`src/hdl/reset_ctl_defs.svh`:
```
`ifndef RESET_CTL_DEFS_SVH
`define RESET_CTL_DEFS_SVH
// register addresses (I/O ports and config region offsets)
`define ADDR_CMD_DATA     12'h060
`define ADDR_CMD_PORT     12'h064
`define ADDR_PORT_A       12'h092
`define ADDR_RESET_CFG    12'hD72
`define ADDR_RESET_STA    12'hD74
// legacy command codes
`define CMD_SOFT_RESET    8'hFE
`define CMD_A20_WRITE     8'hD1
// field positions
`define PA_CPU_RST        0
`define PA_A20            1
`define CD_A20            1
`define CFG_SOFTWARE_SYSTEM_RESET_BIT       0
`define CFG_LB_RST        1
`define CFG_DBG_ON_RST    2
`define CFG_KEEP_EN       3
`define ST_DBG_HARD       0
`define ST_DBG_SYS        1
`define ST_WDT            2
`define ST_SHUTDOWN       3
`define ST_RETAIN         4
`define ST_POWER_GOOD_PIN        5
// reset values
`define PORT_A_RESET      8'h00
`define RESET_CFG_RESET   8'h00
`define RESET_STA_RESET   8'h00
// timing
`define CLK_NS            20
`define PLL_WAIT_MS       10
`define PLL_WAIT_CYC      ((`PLL_WAIT_MS * 1000000) / `CLK_NS)
`define SOFT_RST_CYC      16
`define ARB_MAX_CYC       32
`endif

```
`src/hdl/reset_ctl_pkg.sv`:
```
package reset_ctl_pkg;
    typedef logic [11:0] addr_t;
    typedef logic [7:0]  byte_t;
    typedef enum logic [1:0]
    {
        SEQ_RUN  = 2'b00,
        SEQ_ARB  = 2'b01,
        SEQ_HOLD = 2'b10,
        SEQ_PLL  = 2'b11
    } seq_state_t;
endpackage

```
`src/hdl/reset_source_and_a20_control.sv`:
```
`timescale 1ns/1ps
`include "reset_ctl_defs.svh"

// How it works
// - retention enabled plus power good: pin, software, watchdog, debug system resets keep SDRAM.
// - retention resets skip latching straps and board data; else normal reset.
// - retention request waits for SDRAM controller idle acknowledge before reset asserts.
// - no acknowledge in time: normal system reset, retention enable bit cleared.
// - request-to-reset arbitration delay at most 32 clocks.
// - soft reset keeps registers except NMI enable; no local bus or PCI reset.
// - soft reset line to CPU held for 16 cycles.
// - every write of 1 to port A soft bit triggers; bit stays until cleared.
// - command FEh to legacy command port triggers soft reset.
// - CPU shutdown cycle from triple fault triggers soft reset.
// - debug soft reset command triggers soft reset; debug-on-reset enters debug mode.
// - local bus reset pin follows system reset or software bit.
// - PCI reset pin follows system reset or host bridge PCI reset bit.
// - low battery sense on power-good reset gives RTC reset and sets valid bit.
// - six reset-source status bits set on event, cleared by writing 1.
// - command a20 and port A a20 are ORed, then gated by CPU a20; low when both clear or CPU a20 low.
// - D1h command then data write loads data bit 1 as emulated a20.
// - port A a20 bit passes a20 when set; reset default clear.
// - system reset restarts PLLs; wait 10 ms before releasing internal resets.
// - system reset discards cache, SDRAM write buffer and PCI queues.
// - resets held while power good low, except during retention arbitration; straps and board data latched on assertion.
// - power-on: CPU and external resets released 10 ms after power good.
// - local bus and PCI reset pins held through whole PLL interval.
module reset_source_and_a20_control
#(
    parameter int PLL_WAIT = `PLL_WAIT_CYC,
    parameter int ARB_MAX  = `ARB_MAX_CYC
)
(
    // clock and reset
    input  wire logic                sys_clk,
    input  wire logic                rst_b,
    // register access port
    input  wire logic                regWr,
    input  wire logic                regRd,
    input  wire reset_ctl_pkg::addr_t regAddr,
    input  wire reset_ctl_pkg::byte_t regWdata,
    output logic [7:0]               regRdata,
    // board pins
    input  wire logic                powerGoodPin,
    input  wire logic                retentionResetPin,
    input  wire logic [3:0]          strapConfigPins,
    input  wire logic [7:0]          boardDataPins,
    input  wire logic                backupBatteryLow,
    output logic                     localBusResetPin,
    output logic                     pciResetPin,
    // other on-chip sources
    input  wire logic                watchdogSysReset,
    input  wire logic                debugSysReset,
    input  wire logic                debugHardReset,
    input  wire logic                debugSoftReset,
    input  wire logic                cpuShutdown,
    input  wire logic                hostBridgePciResetBit,
    input  wire logic                cpuA20,
    // SDRAM controller handshake
    output logic                     sdramKeepReq,
    input  wire logic                sdramIdleAck,
    output logic                     sdramKeepConfig,
    // reset and control outputs
    output logic                     cpuHardReset,
    output logic                     cpuSoftReset,
    output logic                     regReset,
    output logic                     pllRestart,
    output logic                     discardBuffers,
    output logic                     nmiEnableClear,
    output logic                     debugModeEnter,
    output logic                     rtcReset,
    output logic                     rtcContentsValidSet,
    output logic                     a20Out,
    output logic [3:0]               strapConfigLatched,
    output logic [7:0]               boardDataLatched
);
    import reset_ctl_pkg::*;

    localparam logic [4:0] SOFT_LAST = 5'(`SOFT_RST_CYC - 1);

    seq_state_t  state_ff;
    seq_state_t  nxt_state;
    logic [31:0] pllCnt_ff;
    logic [5:0]  arbCnt_ff;
    logic [4:0]  softCnt_ff;
    logic        softActive_ff;
    logic        keepReset_ff;
    logic        pgSrc_ff;
    logic        pgMeta_ff;
    logic        pgSync_ff;
    logic        pgPrev_ff;
    logic        rpMeta_ff;
    logic        rpSync_ff;
    logic        rpPrev_ff;
    logic        cmdD1_ff;
    logic        a20Cmd_ff;
    logic        dbgPend_ff;
    logic [7:0]  portA_ff;
    logic [7:0]  cfg_ff;
    logic [7:0]  sta_ff;
    logic        rtcValid_ff;

    // two-flop synchronisers; first stage is read only by the second
    always_ff @(posedge sys_clk)
    begin
        pgMeta_ff <= powerGoodPin;
        pgSync_ff <= pgMeta_ff;
        rpMeta_ff <= retentionResetPin;
        rpSync_ff <= rpMeta_ff;
    end

    always_ff @(posedge sys_clk)
    begin
        if (!rst_b)
        begin
            pgPrev_ff <= 1'b0;
            rpPrev_ff <= 1'b0;
        end
        else
        begin
            pgPrev_ff <= pgSync_ff;
            rpPrev_ff <= rpSync_ff;
        end
    end

    // decoded write strobes
    logic wrData, wrCmd, wrPortA, wrCfg, wrSta;
    assign wrData  = regWr && (regAddr == `ADDR_CMD_DATA);
    assign wrCmd   = regWr && (regAddr == `ADDR_CMD_PORT);
    assign wrPortA = regWr && (regAddr == `ADDR_PORT_A);
    assign wrCfg   = regWr && (regAddr == `ADDR_RESET_CFG);
    assign wrSta   = regWr && (regAddr == `ADDR_RESET_STA);

    // system reset causes other than power good
    logic pinReq, swReq, sysReq, pgRise, inRun;
    assign inRun  = (state_ff == SEQ_RUN);
    assign pinReq = rpSync_ff && !rpPrev_ff && cfg_ff[`CFG_KEEP_EN];
    assign swReq  = wrCfg && regWdata[`CFG_SOFTWARE_SYSTEM_RESET_BIT];
    assign sysReq = pinReq || swReq || watchdogSysReset || debugSysReset;
    assign pgRise = pgSync_ff && !pgPrev_ff;

    // sequencer: arbitration, held reset, PLL wait
    always_comb
    begin
        nxt_state = state_ff;
        unique case (state_ff)
            SEQ_RUN:
            begin
                if (!pgSync_ff)
                    nxt_state = SEQ_HOLD;
                else if (sysReq && cfg_ff[`CFG_KEEP_EN])
                    nxt_state = SEQ_ARB;
                else if (sysReq)
                    nxt_state = SEQ_PLL;
            end
            SEQ_ARB:
            begin
                if (sdramIdleAck || arbCnt_ff == 6'(ARB_MAX - 1))
                    nxt_state = SEQ_PLL;
            end
            SEQ_HOLD:
            begin
                if (pgSync_ff)
                    nxt_state = SEQ_PLL;
            end
            SEQ_PLL:
            begin
                if (!pgSync_ff)
                    nxt_state = SEQ_HOLD;
                else if (pllCnt_ff == 32'(PLL_WAIT - 1))
                    nxt_state = SEQ_RUN;
            end
        endcase
    end

    always_ff @(posedge sys_clk)
    begin
        if (!rst_b)
            state_ff <= SEQ_HOLD;
        else
            state_ff <= nxt_state;
    end

    // arbitration and PLL interval counters
    always_ff @(posedge sys_clk)
    begin
        if (!rst_b)
        begin
            arbCnt_ff <= 6'h00;
            pllCnt_ff <= 32'h0000_0000;
        end
        else
        begin
            arbCnt_ff <= (state_ff == SEQ_ARB) ? arbCnt_ff + 6'h01 : 6'h00;
            pllCnt_ff <= (state_ff == SEQ_PLL) ? pllCnt_ff + 32'h1 : 32'h0;
        end
    end

    // retention flavour and power-good origin of the current reset
    always_ff @(posedge sys_clk)
    begin
        if (!rst_b)
        begin
            keepReset_ff <= 1'b0;
            pgSrc_ff     <= 1'b1;
        end
        else if (state_ff == SEQ_HOLD)
        begin
            keepReset_ff <= 1'b0;
            pgSrc_ff     <= 1'b1;
        end
        else if (state_ff == SEQ_ARB && nxt_state == SEQ_PLL)
        begin
            keepReset_ff <= sdramIdleAck;
            pgSrc_ff     <= 1'b0;
        end
        else if (inRun && sysReq)
        begin
            keepReset_ff <= 1'b0;
            pgSrc_ff     <= 1'b0;
        end
    end

    // straps latched only when power good asserts
    always_ff @(posedge sys_clk)
    begin
        if (!rst_b)
        begin
            strapConfigLatched <= 4'h0;
            boardDataLatched   <= 8'h00;
        end
        else if (state_ff == SEQ_HOLD && pgSync_ff)
        begin
            strapConfigLatched <= strapConfigPins;
            boardDataLatched   <= boardDataPins;
        end
    end

    // reset configuration; a failed arbitration clears the retention enable
    always_ff @(posedge sys_clk)
    begin
        if (!rst_b)
            cfg_ff <= `RESET_CFG_RESET;
        else if (state_ff == SEQ_ARB && nxt_state == SEQ_PLL && !sdramIdleAck)
            cfg_ff[`CFG_KEEP_EN] <= 1'b0;
        else if (wrCfg)
        begin
            cfg_ff                  <= regWdata;
            cfg_ff[`CFG_SOFTWARE_SYSTEM_RESET_BIT]    <= 1'b0;                               // self-clearing trigger
        end
        else if (state_ff == SEQ_HOLD)
            cfg_ff <= `RESET_CFG_RESET;
        else if (state_ff == SEQ_PLL && !keepReset_ff)
            cfg_ff <= {cfg_ff[7:4], cfg_ff[`CFG_KEEP_EN], 3'b000};         // keep enable, drop local reset
    end

    // port A: soft bit stays until written 0; a20 bit default clear
    always_ff @(posedge sys_clk)
    begin
        if (!rst_b || !inRun)
            portA_ff <= `PORT_A_RESET;
        else if (wrPortA)
            portA_ff <= regWdata;
    end

    // legacy command emulation: D1h arms the next data write
    always_ff @(posedge sys_clk)
    begin
        if (!rst_b || !inRun)
        begin
            cmdD1_ff  <= 1'b0;
            a20Cmd_ff <= 1'b0;
        end
        else if (wrCmd)
            cmdD1_ff <= (regWdata == `CMD_A20_WRITE);
        else if (wrData && cmdD1_ff)
        begin
            a20Cmd_ff <= regWdata[`CD_A20];
            cmdD1_ff  <= 1'b0;
        end
    end

    // soft reset triggers from four sources
    logic softTrig;
    assign softTrig = inRun && ((wrPortA && regWdata[`PA_CPU_RST])
                    || (wrCmd && regWdata == `CMD_SOFT_RESET)
                    || cpuShutdown
                    || debugSoftReset);

    // 16-cycle soft reset pulse; retrigger restarts the count
    always_ff @(posedge sys_clk)
    begin
        if (!rst_b || !inRun)
        begin
            softActive_ff <= 1'b0;
            softCnt_ff    <= 5'h00;
        end
        else if (softTrig)
        begin
            softActive_ff <= 1'b1;
            softCnt_ff    <= 5'h00;
        end
        else if (softActive_ff)
        begin
            softCnt_ff    <= softCnt_ff + 5'h01;
            softActive_ff <= (softCnt_ff != SOFT_LAST);
        end
    end

    // debug mode request after a debug soft reset ends
    always_ff @(posedge sys_clk)
    begin
        if (!rst_b || !inRun)
            dbgPend_ff <= 1'b0;
        else if (debugSoftReset)
            dbgPend_ff <= cfg_ff[`CFG_DBG_ON_RST];
        else if (!softActive_ff)
            dbgPend_ff <= 1'b0;
    end

    // status bits: event set wins over write-1 clear
    logic [7:0] staSet;
    always_comb
    begin
        staSet                 = 8'h00;
        staSet[`ST_DBG_HARD]   = debugHardReset;
        staSet[`ST_DBG_SYS]    = inRun && debugSysReset;
        staSet[`ST_WDT]        = inRun && watchdogSysReset;
        staSet[`ST_SHUTDOWN]   = inRun && cpuShutdown;
        staSet[`ST_RETAIN]     = inRun && pinReq;
        staSet[`ST_POWER_GOOD_PIN]    = pgRise;
    end

    always_ff @(posedge sys_clk)
    begin
        if (!rst_b)
            sta_ff <= `RESET_STA_RESET;
        else
            sta_ff <= ((wrSta ? sta_ff & ~regWdata : sta_ff) | staSet) & 8'h3F;
    end

    // RTC reset when battery low on a power-good reset
    always_ff @(posedge sys_clk)
    begin
        if (!rst_b)
            rtcReset <= 1'b0;
        else
            rtcReset <= (state_ff == SEQ_PLL) && pgSrc_ff && backupBatteryLow;
    end

    always_ff @(posedge sys_clk)
    begin
        if (!rst_b)
            rtcValid_ff <= 1'b0;
        else
            rtcValid_ff <= rtcReset;
    end

    // reset outputs; soft reset never touches pins
    logic sysRstActive;
    assign sysRstActive        = (state_ff == SEQ_HOLD) || (state_ff == SEQ_PLL);
    assign cpuHardReset        = sysRstActive;
    assign regReset            = sysRstActive;                             // retention spares SDRAM setup and the reset configuration register
    assign pllRestart          = sysRstActive;
    assign discardBuffers      = sysRstActive;
    assign localBusResetPin    = sysRstActive || cfg_ff[`CFG_LB_RST];
    assign pciResetPin         = sysRstActive || hostBridgePciResetBit;
    assign sdramKeepReq        = (state_ff == SEQ_ARB);
    assign sdramKeepConfig     = keepReset_ff;
    assign cpuSoftReset        = softActive_ff;
    assign nmiEnableClear      = softActive_ff;
    assign debugModeEnter      = dbgPend_ff && !softActive_ff;
    assign rtcContentsValidSet = rtcValid_ff;
    assign a20Out              = cpuA20 && (a20Cmd_ff || portA_ff[`PA_A20]);

    // read data registered, unmapped reads zero
    always_ff @(posedge sys_clk)
    begin
        if (!rst_b || !regRd)
            regRdata <= 8'h00;
        else if (regAddr == `ADDR_PORT_A)
            regRdata <= portA_ff;
        else if (regAddr == `ADDR_RESET_CFG)
            regRdata <= cfg_ff;
        else if (regAddr == `ADDR_RESET_STA)
            regRdata <= sta_ff;
        else
            regRdata <= 8'h00;
    end
endmodule

```
`config.mk`:
```
export PLATFORM = sky130hd
export DESIGN_NAME = reset_source_and_a20_control
export DESIGN_NICKNAME = d
export VERILOG_FILES = /design/src/hdl/reset_ctl_pkg.sv /design/src/hdl/reset_source_and_a20_control.sv
export VERILOG_INCLUDE_DIRS = /design/src /design/src/hdl
export SDC_FILE = /design/constraint.sdc
export NUM_CORES = 1
export LEC_CHECK = 0
export ABC_AREA = 1
export BUFFER_PORTS_ARGS = -buffer_cell sky130_fd_sc_hd__buf_4
export CAP_MARGIN = 20
export CORE_MARGIN = 2
export CORE_UTILIZATION = 30
export CTS_BUF_LIST = sky130_fd_sc_hd__clkbuf_4 sky130_fd_sc_hd__clkbuf_8 sky130_fd_sc_hd__clkbuf_16
export CTS_CLUSTER_SIZE = 20
export DETAILED_ROUTE_END_ITERATION = 6
export MAX_ROUTING_LAYER = met4
export SLEW_MARGIN = 20
export SYNTH_ARGS = -nofsm -noshare
export SYNTH_HDL_FRONTEND = slang
export SYNTH_SLANG_ARGS = --single-unit
```
`constraint.sdc`:
```
create_clock -name sys_clk -period 1.9 [get_ports sys_clk]
set_input_delay 0.095 -clock sys_clk [delete_from_list [all_inputs] [get_ports sys_clk]]
set_output_delay 0.095 -clock sys_clk [all_outputs]
set_load 0.03 [all_outputs]
```
==> run metrics <==
class of the worst hold path in2reg; period utilisation layout 87.2%; Routed WL per cell 12.3 um; placer congestion estimate 0.917; DR vias/cell 4.56; clock-pin slew on the worst setup and hold paths 0.07 ns; Die Span X 130 um; clock sinks 100; CTS Buffer Depth 2; CTS tree built; ANT cells 0; r2r setup slk 0.24 ns; Max Fclk 603 MHz; Crit Path Category reg2reg; DR iter-0 viols 350; most common cell in the netlist nand2_1; initial antenna violation count 0; ANT nets after route 0; final core occ 39.6%; Worst EP arrival 1.93 ns; crit-path max FO 10; global-route usage over all layers 15.4%; reg2reg end cfg_ff[7]; Initial Utilization 31.0%; root buffer cell clkbuf_16; first-pass GRT wire length 19900 um; Critical path origin arbCnt_ff[0]; leading area contributor after synthesis dfxtp_1; worst skew pair latency 0.35 ns; share of layout cells above drive strength 1 15.9%; syn nets 744; number of port buffers 80; DP HPWL 9530 um; area fraction of the dominant cell type after synthesis 42.2%; final hold viol count 0; die area 16800 um^2; CTS Buf Count 9; pwr dens 736 nW/um^2; FP Rows 45; final setup fails 0; setup_tns 0 ns; fin nets 840; Min Hold Slack 0.0143 ns; R2R depth 9; Worst Setup EP cfg_ff[7]; Total Wirelength 12400 um; worst setup margin 0.243 ns; Post-synth EDFFs 0; Synth-to-Final Area Change 27.9%; drt pass-1 iters 5; Worst Tran Pin Value 0.473 ns; run status finished, final reports clean; Max-Cap Viols 0; CP Launch Type flip-flop; relative slew slack 68.5%; synthesized flop and latch total 100; Post-synth ARST share 0%; post-synthesis sequential area ratio 42.2%; largest net degree at the start of global routing 24; Reg-to-Reg Start arbCnt_ff[0]; Static Leakage 2.44 nW; Worst EP required 2.18 ns; H-tree depth 3; worst slack, placed 0.253 ns; final clock skew 0.00587 ns; syn_area_per_cell 6.84 um^2; post-layout min period 1.66 ns; number of synthesis warnings 0; core area 15300 um^2; total congestion overflow 0; vias in the first global route 4087; Synth area leaders dfxtp_1 42%, nand2_1 13%, nor2_1 8.9%; Post-Syn Area 4740 um^2; drt drc 0; Netlist cell types 38; Die Ht 130 um; top cells by count, synth 160 x nand2_1, 112 x nor2_1, 100 x dfxtp_1; highest ir drop seen on vdd 0.600 mV; via count 4587; Max Slew Vio Count 0; RSZ-0062 raised after global routing false; IO Count 81; Mapped Cells 693; Synth Flop Type dfxtp_1; Critical Path Sink Type flip-flop
==> metal layers <==
layer | vias up | GRT usage (%) | wire length [um]
li1 | 2413 | - | -
met5 | - | - | 0
met2 | 121 | 23.1 | 5420
met3 | 22 | 3.32 | 707
met4 | 0 | 5.82 | 257
met1 | 2031 | 20.5 | 6000
==> area by class of cell <==
| type | instances | area (um^2) |
|---|---|---|
| clock buffer | 9 | 225 |
| clock inverter | 7 | 97.6 |
| fill | 1629 | 9250 |
| inverter | 86 | 323 |
| multi-input combinational | 490 | 2330 |
| sequential | 100 | 2000 |
| tap | 211 | 264 |
| timing repair buffer | 102 | 821 |
==> state kept, by name, summed over array words and instances (netlist names) <==
signal               flops
a20Cmd_ff                1
pgSync_ff                1
pgSrc_ff                 1
arbCnt_ff                6
pgPrev_ff                1
cpuSoftReset             1
rtcReset                 1
rpSync_ff                1
boardDataLatched         8
cmdD1_ff                 1
softCnt_ff               5
state_ff                 2
pllCnt_ff               32
portA_ff                 8
sta_ff                   6
sdramKeepConfig          1
dbgPend_ff               1
rpMeta_ff                1
cfg_ff                   7
pgMeta_ff                1
regRdata                 8
strapConfigLatched       4
rpPrev_ff                1
rtcContentsValidSet      1
==> layout by cell type, fill, tap and decap left out, types with 17 or more instances in the layout <==
master,instances
a21oi_1,51
dlygate4sd3_1,17
nor3_1,17
nor2_1,112
nand3_1,47
o21ai_0,32
inv_1,84
nand2_1,160
buf_4,84
dfxtp_1,100
==> how the worst min path moves through the flow <==
| stage | slack [ns] | end | depth (start not counted) | startpoint |
|---|---|---|---|---|
| after CTS | 0.009 | sta_ff[0] | 3 | debugHardReset |
| final | 0.01 | sta_ff[0] | 3 | debugHardReset |
| after floorplan | 0.12 | pgMeta_ff | 0 | powerGoodPin |
| after global routing | 0.01 | sta_ff[0] | 3 | debugHardReset |
| after global placement | 0.20 | pgMeta_ff | 1 | powerGoodPin |
| after detailed placement | 0.20 | pgMeta_ff | 1 | powerGoodPin |
==> worst max-delay path: stages, from the launching register on <==
cell and delay (ns):
dfxtp_1 0.35, ha_1 0.17, nand2_1 0.07, nor2_2 0.11
nand2_1 0.07, nor2_2 0.15, nand4_2 0.25, nand2_1 0.22
nand2_1 0.07, a21oi_1 0.12
==> stage by stage <==
step | total power, mW | cell area (um^2) | std cells
global route | 4.63 | 6070 | 1005
floorplan | 2.34 | 4740 | 693
global placement | 2.50 | 5570 | 972
finish | 4.46 | 6070 | 1005
CTS | 4.52 | 6060 | 1005
detailed placement | 2.50 | 5570 | 972
==> repair_timing <==
item                                    4_1_cts  5_1_grt
hold endpoints to repair                     17        0
buffers inserted                              0        0
endpoints found under the setup margin        0        1
gates resized for setup                       0        1
hold buffers                                 17        0
==> kinds of logic (layout without fill, tap and decap cells) <==
| kind of cell | count (synthesis) | count (layout) | synth area share (%) |
|---|---|---|---|
| buf+inv | 103 | 204 | 8.68 |
| mux | 1 | 1 | 0.211 |
| compound gates | 95 | 95 | 10.8 |
| fa+ha+maj | 4 | 4 | 1.06 |
| xor+xnor | 5 | 5 | 0.924 |
| flops | 100 | 100 | 42.2 |
| simple gates | 385 | 385 | 36.1 |
==> where the power goes <==
| part | internal (mW) | total (mW) | switching [mW] |
|---|---|---|---|
| clock network | 1.16 | 1.98 | 0.823 |
| logic | 0.150 | 0.330 | 0.180 |
| registers | 2.13 | 2.15 | 0.0191 |
| total | 3.44 | 4.46 | 1.02 |
Power figures use the tool's default switching activity.
